`src/rtl/cro_pkg.sv`:
```
package cro_pkg;

    // -------------------------------------------------------------
    // Clock and time base
    // -------------------------------------------------------------
    localparam int CRO_CLK_HZ = 50_000_000;
    localparam int CRO_TICK_HZ = 1_000;
    localparam int CRO_TICK_CYCLES = CRO_CLK_HZ / CRO_TICK_HZ;
    localparam int CRO_TICK_W = 10;

    // Role shutdown delays, blink half period and wake pulse length, in ms ticks
    localparam int CRO_DLY_POS1_MS = 800;
    localparam int CRO_DLY_POS2_MS = 600;
    localparam int CRO_DLY_POS3_MS = 400;
    localparam int CRO_BLINK_HALF_MS = 500;
    localparam int CRO_WAKE_PULSE_MS = 10;

    // -------------------------------------------------------------
    // Management bus command and role encodings
    // -------------------------------------------------------------
    localparam logic [7:0] CRO_CMD_ROLE = 8'hd0;
    localparam logic [7:0] CRO_ROLE_STD = 8'h00;
    localparam logic [7:0] CRO_ROLE_ACTIVE = 8'h01;
    localparam logic [7:0] CRO_ROLE_POS1 = 8'h02;
    localparam logic [7:0] CRO_ROLE_POS2 = 8'h03;
    localparam logic [7:0] CRO_ROLE_POS3 = 8'h04;
    localparam logic [7:0] CRO_ROLE_RESET = 8'h00;
    localparam logic [7:0] CRO_PEC_POLY = 8'h07;
    localparam logic [7:0] CRO_PEC_INIT = 8'h00;
    localparam logic [7:0] CRO_READ_IDLE = 8'h00;

    typedef enum logic [1:0] {
        CRO_RUN = 2'b00,
        CRO_DELAY = 2'b01,
        CRO_STANDBY = 2'b11
    } cro_state_e;

    // One byte transaction handed over by the bus front end
    typedef struct packed {
        logic write;
        logic [6:0] addr;
        logic [7:0] cmd;
        logic [7:0] data;
        logic [7:0] pec;
    } cro_mb_req_s;

    typedef struct packed {
        logic ack;
        logic [7:0] data;
        logic [7:0] pec;
    } cro_mb_rsp_s;

    typedef struct packed {
        logic oc_warn;
        logic oc_fault;
        logic ov_fault;
        logic uv_smart;
        logic ot_fault;
        logic fan_fault;
        logic ac_loss;
    } cro_fault_s;

    typedef struct packed {
        logic temp_warn;
        logic power_warn;
        logic fan_slow;
    } cro_warn_s;

endpackage

```
`src/rtl/cro_pec.sv`:
```
`timescale 1ns/1ps
// CRC-8 packet error code over NB bytes, first byte in the top bits
module cro_pec import cro_pkg::*; #(
    parameter int NB = 3
) (
    // Message
    input wire logic [8*NB-1:0] msg,
    // Code
    output logic [7:0] pec
);

    always_comb begin
        logic [7:0] c;
        c = CRO_PEC_INIT;
        for (int i = 8*NB-1; i >= 0; i--) begin
            if (c[7] ^ msg[i]) begin
                c = {c[6:0], 1'b0} ^ CRO_PEC_POLY;
            end else begin
                c = {c[6:0], 1'b0};
            end
        end
        pec = c;
    end

endmodule

```
`src/rtl/cro_control.sv`:
```
`timescale 1ns/1ps
// Operation
// - Bus high, standby role, low load: standby
// - Shared standby bus low wakes standby
// - Role byte at command d0h, PEC checked
// - Role 00h default, on, blocks peer standby
// - Role 01h stays always on
// - Role 02h: off after 800 ms
// - Role 03h: off after 600 ms
// - Role 04h: off after 400 ms
// - Any fault returns role to 00h
// - Standby needs on, no redundancy, role 2-4
// - Standby keeps power good and fans
// - Standby hides faults; fault leaves standby
// - Standby LED blinks green, amber on warning
// - Standby wakes on per-position share threshold
// - Faults drive shared wake line low
// - Listed triggers drive the wake line
// - Extraction cutoff high forces output off
// - Output on only with both pins low
// - Presence output always low
// - On request off turns main output off
module cro_control import cro_pkg::*; #(
    parameter int TICK_CYCLES = CRO_TICK_CYCLES
) (
    // Clock and reset
    input wire logic clk_sys,
    input wire logic rst_n,
    // Pins from the system
    input wire logic on_request_n,
    input wire logic extraction_cutoff,
    input wire logic redundancy_select_n,
    // Wired shared standby bus
    input wire logic smart_on_bus_in,
    output logic smart_on_bus_out,
    output logic smart_on_bus_oe,
    // Wired shared wake fault line
    input wire logic shared_wake_fault_n_in,
    output logic shared_wake_fault_n_out,
    output logic shared_wake_fault_n_oe,
    // Load share comparators, one per standby position
    input wire logic [2:0] share_above_wake,
    // Internal protection sources
    input wire cro_fault_s faults,
    input wire cro_warn_s warnings,
    // Management bus transactions
    input wire logic mb_req_valid,
    input wire cro_mb_req_s mb_req,
    output logic mb_rsp_valid,
    output cro_mb_rsp_s mb_rsp,
    // Outputs
    output logic main_on,
    output logic power_good,
    output logic fans_run,
    output logic led_green,
    output logic led_amber,
    output logic present_n,
    output cro_fault_s fault_report,
    output logic [7:0] role
);

    localparam int TW = $clog2(TICK_CYCLES + 1);
    localparam logic [TW-1:0] TICK_LAST = TW'(TICK_CYCLES - 1);
    localparam logic [CRO_TICK_W-1:0] DLY1 = CRO_TICK_W'(CRO_DLY_POS1_MS);
    localparam logic [CRO_TICK_W-1:0] DLY2 = CRO_TICK_W'(CRO_DLY_POS2_MS);
    localparam logic [CRO_TICK_W-1:0] DLY3 = CRO_TICK_W'(CRO_DLY_POS3_MS);
    localparam logic [CRO_TICK_W-1:0] BLINK = CRO_TICK_W'(CRO_BLINK_HALF_MS - 1);
    localparam logic [CRO_TICK_W-1:0] WPULSE = CRO_TICK_W'(CRO_WAKE_PULSE_MS);

    // -------------------------------------------------------------
    // Reset release and pin synchronisers
    // -------------------------------------------------------------
    logic rst_q1;
    logic rst_sync_n;
    logic [4:0] pin_q1;
    logic [4:0] pin_q2;
    logic on_req;
    logic kill;
    logic red_sel_n;
    logic bus_high;
    logic wake_n;

    always_ff @(posedge clk_sys or negedge rst_n) begin
        if (!rst_n) begin
            rst_q1 <= 1'b0;
            rst_sync_n <= 1'b0;
        end else begin
            rst_q1 <= 1'b1;
            rst_sync_n <= rst_q1;
        end
    end

    // Pins idle at their pulled-up levels, so reset to ones
    always_ff @(posedge clk_sys or negedge rst_sync_n) begin
        if (!rst_sync_n) begin
            pin_q1 <= 5'h1f;
            pin_q2 <= 5'h1f;
        end else begin
            pin_q1 <= {on_request_n, extraction_cutoff, redundancy_select_n,
                       smart_on_bus_in, shared_wake_fault_n_in};
            pin_q2 <= pin_q1;
        end
    end

    assign on_req = !pin_q2[4];
    assign kill = pin_q2[3];
    assign red_sel_n = pin_q2[2];
    assign bus_high = pin_q2[1];
    assign wake_n = pin_q2[0];

    // -------------------------------------------------------------
    // Millisecond tick
    // -------------------------------------------------------------
    logic [TW-1:0] tick_cnt;
    logic tick;

    always_ff @(posedge clk_sys or negedge rst_sync_n) begin
        if (!rst_sync_n) begin
            tick_cnt <= '0;
            tick <= 1'b0;
        end else begin
            tick <= (tick_cnt == TICK_LAST);
            tick_cnt <= (tick_cnt == TICK_LAST) ? '0 : tick_cnt + 1'b1;
        end
    end

    // -------------------------------------------------------------
    // Role register over the management bus
    // -------------------------------------------------------------
    logic any_fault;
    logic [7:0] pec_wr;
    logic [7:0] pec_rd;
    logic role_hit;
    logic wr_ok;
    logic std_written;

    assign any_fault = |faults;
    assign role_hit = mb_req.cmd == CRO_CMD_ROLE;

    cro_pec #(.NB(3)) u_pec_wr (
        .msg({mb_req.addr, 1'b0, mb_req.cmd, mb_req.data}),
        .pec(pec_wr)
    );

    cro_pec #(.NB(4)) u_pec_rd (
        .msg({mb_req.addr, 1'b0, mb_req.cmd, mb_req.addr, 1'b1, role}),
        .pec(pec_rd)
    );

    assign wr_ok = mb_req_valid && mb_req.write && role_hit && (pec_wr == mb_req.pec);
    assign std_written = wr_ok && (mb_req.data == CRO_ROLE_STD);

    always_ff @(posedge clk_sys or negedge rst_sync_n) begin
        if (!rst_sync_n) begin
            role <= CRO_ROLE_RESET;
        end else if (any_fault) begin
            role <= CRO_ROLE_RESET;
        end else if (wr_ok) begin
            role <= mb_req.data;
        end
    end

    // Byte read returns role with its PEC
    always_ff @(posedge clk_sys or negedge rst_sync_n) begin
        if (!rst_sync_n) begin
            mb_rsp_valid <= 1'b0;
            mb_rsp <= '0;
        end else begin
            mb_rsp_valid <= mb_req_valid;
            mb_rsp.ack <= mb_req_valid && role_hit && (!mb_req.write || wr_ok);
            mb_rsp.data <= (mb_req_valid && role_hit && !mb_req.write) ? role : CRO_READ_IDLE;
            mb_rsp.pec <= (mb_req_valid && role_hit && !mb_req.write) ? pec_rd : CRO_READ_IDLE;
        end
    end

    // -------------------------------------------------------------
    // Standby decision
    // -------------------------------------------------------------
    cro_state_e state;
    logic standby_role;
    logic [1:0] pos;
    logic entry_ok;
    logic wake_req;
    logic [CRO_TICK_W-1:0] dly_cnt;
    logic [CRO_TICK_W-1:0] dly_target;

    always_comb begin
        standby_role = 1'b1;
        pos = 2'd0;
        dly_target = DLY1;
        case (role)
            CRO_ROLE_POS1: begin
                pos = 2'd0;
                dly_target = DLY1;
            end
            CRO_ROLE_POS2: begin
                pos = 2'd1;
                dly_target = DLY2;
            end
            CRO_ROLE_POS3: begin
                pos = 2'd2;
                dly_target = DLY3;
            end
            default: begin
                standby_role = 1'b0;
            end
        endcase
    end

    // Entry needs on, no redundancy request, standby role
    // Bus high and load under this position's level
    assign entry_ok = on_req && red_sel_n && standby_role && bus_high
                      && !share_above_wake[pos] && !any_fault;

    assign wake_req = !bus_high || share_above_wake[pos] || !wake_n || any_fault;

    always_ff @(posedge clk_sys or negedge rst_sync_n) begin
        if (!rst_sync_n) begin
            state <= CRO_RUN;
            dly_cnt <= '0;
        end else begin
            case (state)
                CRO_RUN: begin
                    dly_cnt <= '0;
                    if (entry_ok) begin
                        state <= CRO_DELAY;
                    end
                end
                // Delay counted from entry, cancelled by wake
                CRO_DELAY: begin
                    if (!entry_ok || wake_req) begin
                        state <= CRO_RUN;
                    // A role rewrite mid-delay may lower the target below the count
                    end else if (dly_cnt >= dly_target) begin
                        state <= CRO_STANDBY;
                    end else if (tick) begin
                        dly_cnt <= dly_cnt + 1'b1;
                    end
                end
                // A fault or lost condition leaves standby
                CRO_STANDBY: begin
                    if (wake_req || !standby_role || !on_req || !red_sel_n) begin
                        state <= CRO_RUN;
                    end
                end
                default: begin
                    state <= CRO_RUN;
                end
            endcase
        end
    end

    // -------------------------------------------------------------
    // Wired lines
    // -------------------------------------------------------------
    logic on_req_d;
    logic [CRO_TICK_W-1:0] pulse_cnt;
    logic pulse_evt;

    // Role 00h write and on-request loss are events
    assign pulse_evt = std_written || (on_req_d && !on_req);

    always_ff @(posedge clk_sys or negedge rst_sync_n) begin
        if (!rst_sync_n) begin
            on_req_d <= 1'b0;
            pulse_cnt <= '0;
        end else begin
            on_req_d <= on_req;
            if (pulse_evt) begin
                pulse_cnt <= WPULSE;
            end else if (tick && pulse_cnt != '0) begin
                pulse_cnt <= pulse_cnt - 1'b1;
            end
        end
    end

    always_ff @(posedge clk_sys or negedge rst_sync_n) begin
        if (!rst_sync_n) begin
            smart_on_bus_oe <= 1'b1;
            shared_wake_fault_n_oe <= 1'b0;
        end else begin
            // Standard role holds the bus low
            smart_on_bus_oe <= (role == CRO_ROLE_STD);
            // Fault or event pulls the wake line
            shared_wake_fault_n_oe <= any_fault || pulse_evt || (pulse_cnt != '0);
        end
    end

    assign smart_on_bus_out = 1'b0;
    assign shared_wake_fault_n_out = 1'b0;

    // -------------------------------------------------------------
    // Outputs and indicator
    // -------------------------------------------------------------
    logic [CRO_TICK_W-1:0] blink_cnt;
    logic blink;
    logic any_warn;

    assign any_warn = |warnings || faults.oc_warn;

    always_ff @(posedge clk_sys or negedge rst_sync_n) begin
        if (!rst_sync_n) begin
            blink_cnt <= '0;
            blink <= 1'b0;
        end else if (tick) begin
            blink_cnt <= (blink_cnt == BLINK) ? '0 : blink_cnt + 1'b1;
            blink <= (blink_cnt == BLINK) ? !blink : blink;
        end
    end

    always_ff @(posedge clk_sys or negedge rst_sync_n) begin
        if (!rst_sync_n) begin
            main_on <= 1'b0;
            power_good <= 1'b0;
            fans_run <= 1'b0;
            present_n <= 1'b0;
            fault_report <= '0;
        end else begin
            // Both pins low, not in standby
            main_on <= !kill && on_req && (state != CRO_STANDBY) && !any_fault;
            // Standby keeps power good and fans
            power_good <= (state == CRO_STANDBY) || (!kill && on_req && !any_fault);
            fans_run <= (state == CRO_STANDBY) || on_req;
            present_n <= 1'b0;
            fault_report <= (state == CRO_STANDBY) ? '0 : faults;
        end
    end

    always_ff @(posedge clk_sys or negedge rst_sync_n) begin
        if (!rst_sync_n) begin
            led_green <= 1'b0;
            led_amber <= 1'b0;
        end else if (state == CRO_STANDBY) begin
            // Standby blinks green, or amber on warning
            led_green <= !any_warn && blink;
            led_amber <= any_warn && blink;
        end else if (any_fault) begin
            led_green <= 1'b0;
            led_amber <= 1'b1;
        end else if (any_warn) begin
            led_green <= 1'b0;
            led_amber <= blink;
        end else begin
            led_green <= main_on ? 1'b1 : blink;
            led_amber <= 1'b0;
        end
    end
endmodule

```
`config.mk`:
```
export PLATFORM = sky130hd
export DESIGN_NAME = cro_control
export DESIGN_NICKNAME = d
export VERILOG_FILES = /design/src/rtl/cro_pkg.sv /design/src/rtl/cro_pec.sv /design/src/rtl/cro_control.sv
export SDC_FILE = /design/constraint.sdc
export NUM_CORES = 1
export LEC_CHECK = 0
export ABC_AREA = 1
export BUFFER_PORTS_ARGS = -buffer_cell sky130_fd_sc_hd__buf_2
export CAP_MARGIN = 10
export CORE_ASPECT_RATIO = 0.9
export CORE_MARGIN = 3
export CORE_UTILIZATION = 50
export DETAILED_ROUTE_END_ITERATION = 7
export PLACE_DENSITY = 0.84
export SYNTH_ARGS = -nofsm -noshare
export SYNTH_HDL_FRONTEND = slang
export SYNTH_HIERARCHICAL = 1
export SYNTH_SLANG_ARGS = --single-unit
export TNS_END_PERCENT = 50
```
`constraint.sdc`:
```
create_clock -name clk_sys -period 3.1 [get_ports clk_sys]
set_clock_uncertainty 0.05 [all_clocks]
set_input_delay 0.62 -clock clk_sys [delete_from_list [all_inputs] [get_ports clk_sys]]
set_output_delay 0.62 -clock clk_sys [all_outputs]
set_load 0.005 [all_outputs]
```
==> metrics.txt <==
top cells by area, synth dfrtp_1 30%, nand2_1 18%, inv_1 8.1%, nand3_1 8.0%, nor2_1 5.2%; # setup viols final 0; fin cells roughly 1500; Synth cell types 40; H-tree depth 3; Worst Hold Class flip-flop to flip-flop; Max Cap Violations 0; gr busiest metal met2; DR pass1 iterations 5; adder-cell share of the synthesized area between 1.5 and 2%; Yosys warning total 6; die height 123.4 µm; CTS Buf Count 9; CTS tree yes; Post-DP HPWL between 10 and 15 mm; crit path kind input pin to flip-flop; Initial DRC Count 488; Worst Path Max Fanout 7; register area share after synthesis around 34%; simple-gate share of the synthesized area 44.88%; mux share of post-synthesis cell area 0%; RSZ-0062 raised after global routing true; Final Net Count 1340; Post-Route WL 18.25 mm; Hold Slack between 0.3 and 0.4 ns; post-route ant nets 0; core area between 10000 and 15000 µm²; Clock Latency Late Sink ~0.36 ns; Die ar. around 17000 µm²; post-synth top area share a little under a third; Lkg Pwr slightly above 0.005 µW; port bufs 92; Mapped Area about 7700 µm²; CP Capture Type flip-flop; area leader, netlist dfrtp_1; WP data arrival between 3 and 4 ns; Rows between 40 and 50; Root Driver clkbuf_16; crit path time final 2.961 ns; slew of the pin with the lowest slew margin 0.6234 ns; mean routed wirelength per cell 12.35 µm; FF+latch count, synth between 100 and 150; largest family of logic cells by synthesized area simple AND/OR/NAND/NOR gates; Total GRT Usage between 20% and 30%; initial antenna violation count 0; Compound-Gate Fraction of Synth Area about 2.4%; post-synthesis xor/xnor area fraction approximately 6.7%; grt met1 use about 30%; Max Slew Vio Count 0; M2 GR Usage between 30% and 40%; initial cell density of the core 51.48%; clock net sink count a little over 100; post-route cell area roughly 9000 µm²; Cells after Synth 1137; first-pass GRT wire length ~29 mm; DRC Markers 0; met3 usage approximately 3.8%; outcome finished, final reports clean; grt total ovfl 0; CTS max path bufs 2; PwrDens about 430 nW/µm²; Final Hold Viols 0; antenna diode count 0; vias per cell between 5 and 6; Avg Cell Area, Syn 6.734 µm²; Achievable Freq approximately 0.34 GHz; Post-Place Cell Area approximately 8500 µm²; Layout fillers 1319; IO Count 96; final period utilization ~96%; largest net degree at the start of global routing slightly above 50; CP Launch Type input pin; Rel. slew slack just under 60%; WP data required between 3 and 4 ns; share of layout cells above drive strength 1 23.05%; area grow syn2layout 17.52%; Chip Width ~140 µm; Placed Instances 1457; gpl congestion between 0.9 and 1; clock-pin transition on the worst setup and hold timing paths roughly 0.070 ns; vias after detailed routing 7490; vias in the first global route 6599; Peak VDD IR 0.0002714 V
==> cells by family after synthesis <==
group | Yosys count
xor gates and xnor gates | 54
AOI/OAI and AO/OA | 33
buffers and inverters | 196
and+or+nand+nor | 737
other | 2
DFF | 103
adders and majority gates | 12
==> cell usage in the layout (no fill, tap or decap), types with 3 or more instances in the layout <==
cell,count
a21oi_1,12
buf_2,89
buf_4,32
clkbuf_16,9
clkbuf_4,3
conb_1,14
dfrtp_1,91
dfstp_2,11
ha_1,12
inv_1,165
inv_2,21
inv_6,3
nand2_1,345
nand2_2,66
nand2_4,12
nand3_1,122
nand3_2,12
nand3_4,4
nand3b_1,5
nand4_1,14
nor2_1,104
nor2_2,10
nor3_1,17
nor3b_1,3
nor4_1,7
o21ai_0,15
or2_2,6
xnor2_1,14
xor2_1,35
xor2_2,3
==> state kept, by name, summed over array words and instances, names as in the netlist, 5 cells and up <==
signal	flops
mb_rsp	17
dly_cnt	10
pin_q2	5
pulse_cnt	10
tick_cnt	16
blink_cnt	10
pin_q1	5
role	8
fault_report	7
==> report_power, final <==
part	switching, µW	total, µW	internal (µW)
clock network	521	1120	603
registers	20.2	1390	1370
logic	844	1350	510
total	1390	3860	2480
==> stage by stage <==
| step | util, % | power [µW] | setup TNS [ns] | setup slack (ns) |
|---|---|---|---|---|
| 2_1_floorplan | - | 2412 | 0 | 0.2255 |
| 3_3_place_gp | 57.47 | 2667 | -0.3509 | -0.04900 |
| 3_5_place_dp | 57.47 | 2704 | -2.513 | -0.2023 |
| 4_1_cts | 59.56 | 3821 | 0 | 0.1606 |
| 5_1_grt | 60.50 | 4123 | -0.5409 | -0.1018 |
| 6_report | 60.50 | 3864 | 0 | 0.1391 |
==> cells in the mapped netlist, drive strengths merged <==
cell,number
a211oi,1
a21oi,12
a31oi,1
and2,1
buf,9
clkbuf,1
conb,2
dfrtp,92
dfstp,11
ha,12
inv,186
nand2,423
nand2b,1
nand3,138
nand3b,7
nand4,14
nor2,116
nor3,21
nor3b,3
nor4,7
o2111ai,1
o211ai,2
o21a,1
o21ai,15
or2,6
xnor2,15
xnor3,1
xor2,38
==> cell type report <==
type	count	area (µm²)	area share, %
multi-input combinational	850	4438	49.33
clock inverter	5	47.55	0.5284
inverter	186	698.2	7.760
timing repair buffer	125	718.2	7.982
clock buffer	11	252.7	2.809
tap	198	247.7	2.753
sequential	103	2595	28.84
==> timing repair <==
action | CTS | global route
setup buffers | 0 | 4
gates resized for setup | 0 | 31
endpoints found under the hold margin | 2 | 0
hold buffers | 1 | 0
setup endpoints to repair | 0 | 26
==> layer usage <==
| metal | up-vias | wire, µm | part of all wire, % |
|---|---|---|---|
| met5 | - | 0 | 0 |
| met3 | 34 | 1103 | 6.0 |
| met4 | 0 | 366 | 2.0 |
| met1 | 3455 | 8207 | 45 |
| li1 | 3778 | - | - |
| met2 | 223 | 8574 | 47 |
==> critical path: stages <==
cell,delay (ns)
buf_2,0.13
inv_2,0.08
nand2_1,0.09
nand2_2,0.10
nand2_1,0.07
nand2_1,0.07
nand3_2,0.09
nand2_2,0.13
nand2_4,0.08
nand2_4,0.08
nand3_1,0.09
nand2_2,0.12
inv_2,0.06
nand2_2,0.07
nand2_1,0.08
nand2_1,0.06
nand2_1,0.04
inv_1,0.06
or2_2,0.10
nand4_1,0.13
nor3_4,0.29
nand3_4,0.14
nand2_4,0.14
nor2_1,0.05
nand2_1,0.06
o21ai_0,0.09
==> worst paths after layout <==
path                                 start                     end  slack (ns)  cells after the start
worst max-delay path            mb_req[30]            pulse_cnt[4]        0.14                     26
worst min-delay path                rst_q1              rst_sync_n        0.30                      0
worst max register to register     role[2]              dly_cnt[8]        0.28                     17
worst min register to register      rst_q1              rst_sync_n        0.30                      0
max in group asynchronous       rst_sync_n               pin_q1[3]        1.87                      1
min in group asynchronous       rst_sync_n  shared_wake_fault_n_oe        0.31                      0
Note: power is estimated with default switching activity, not from simulation.
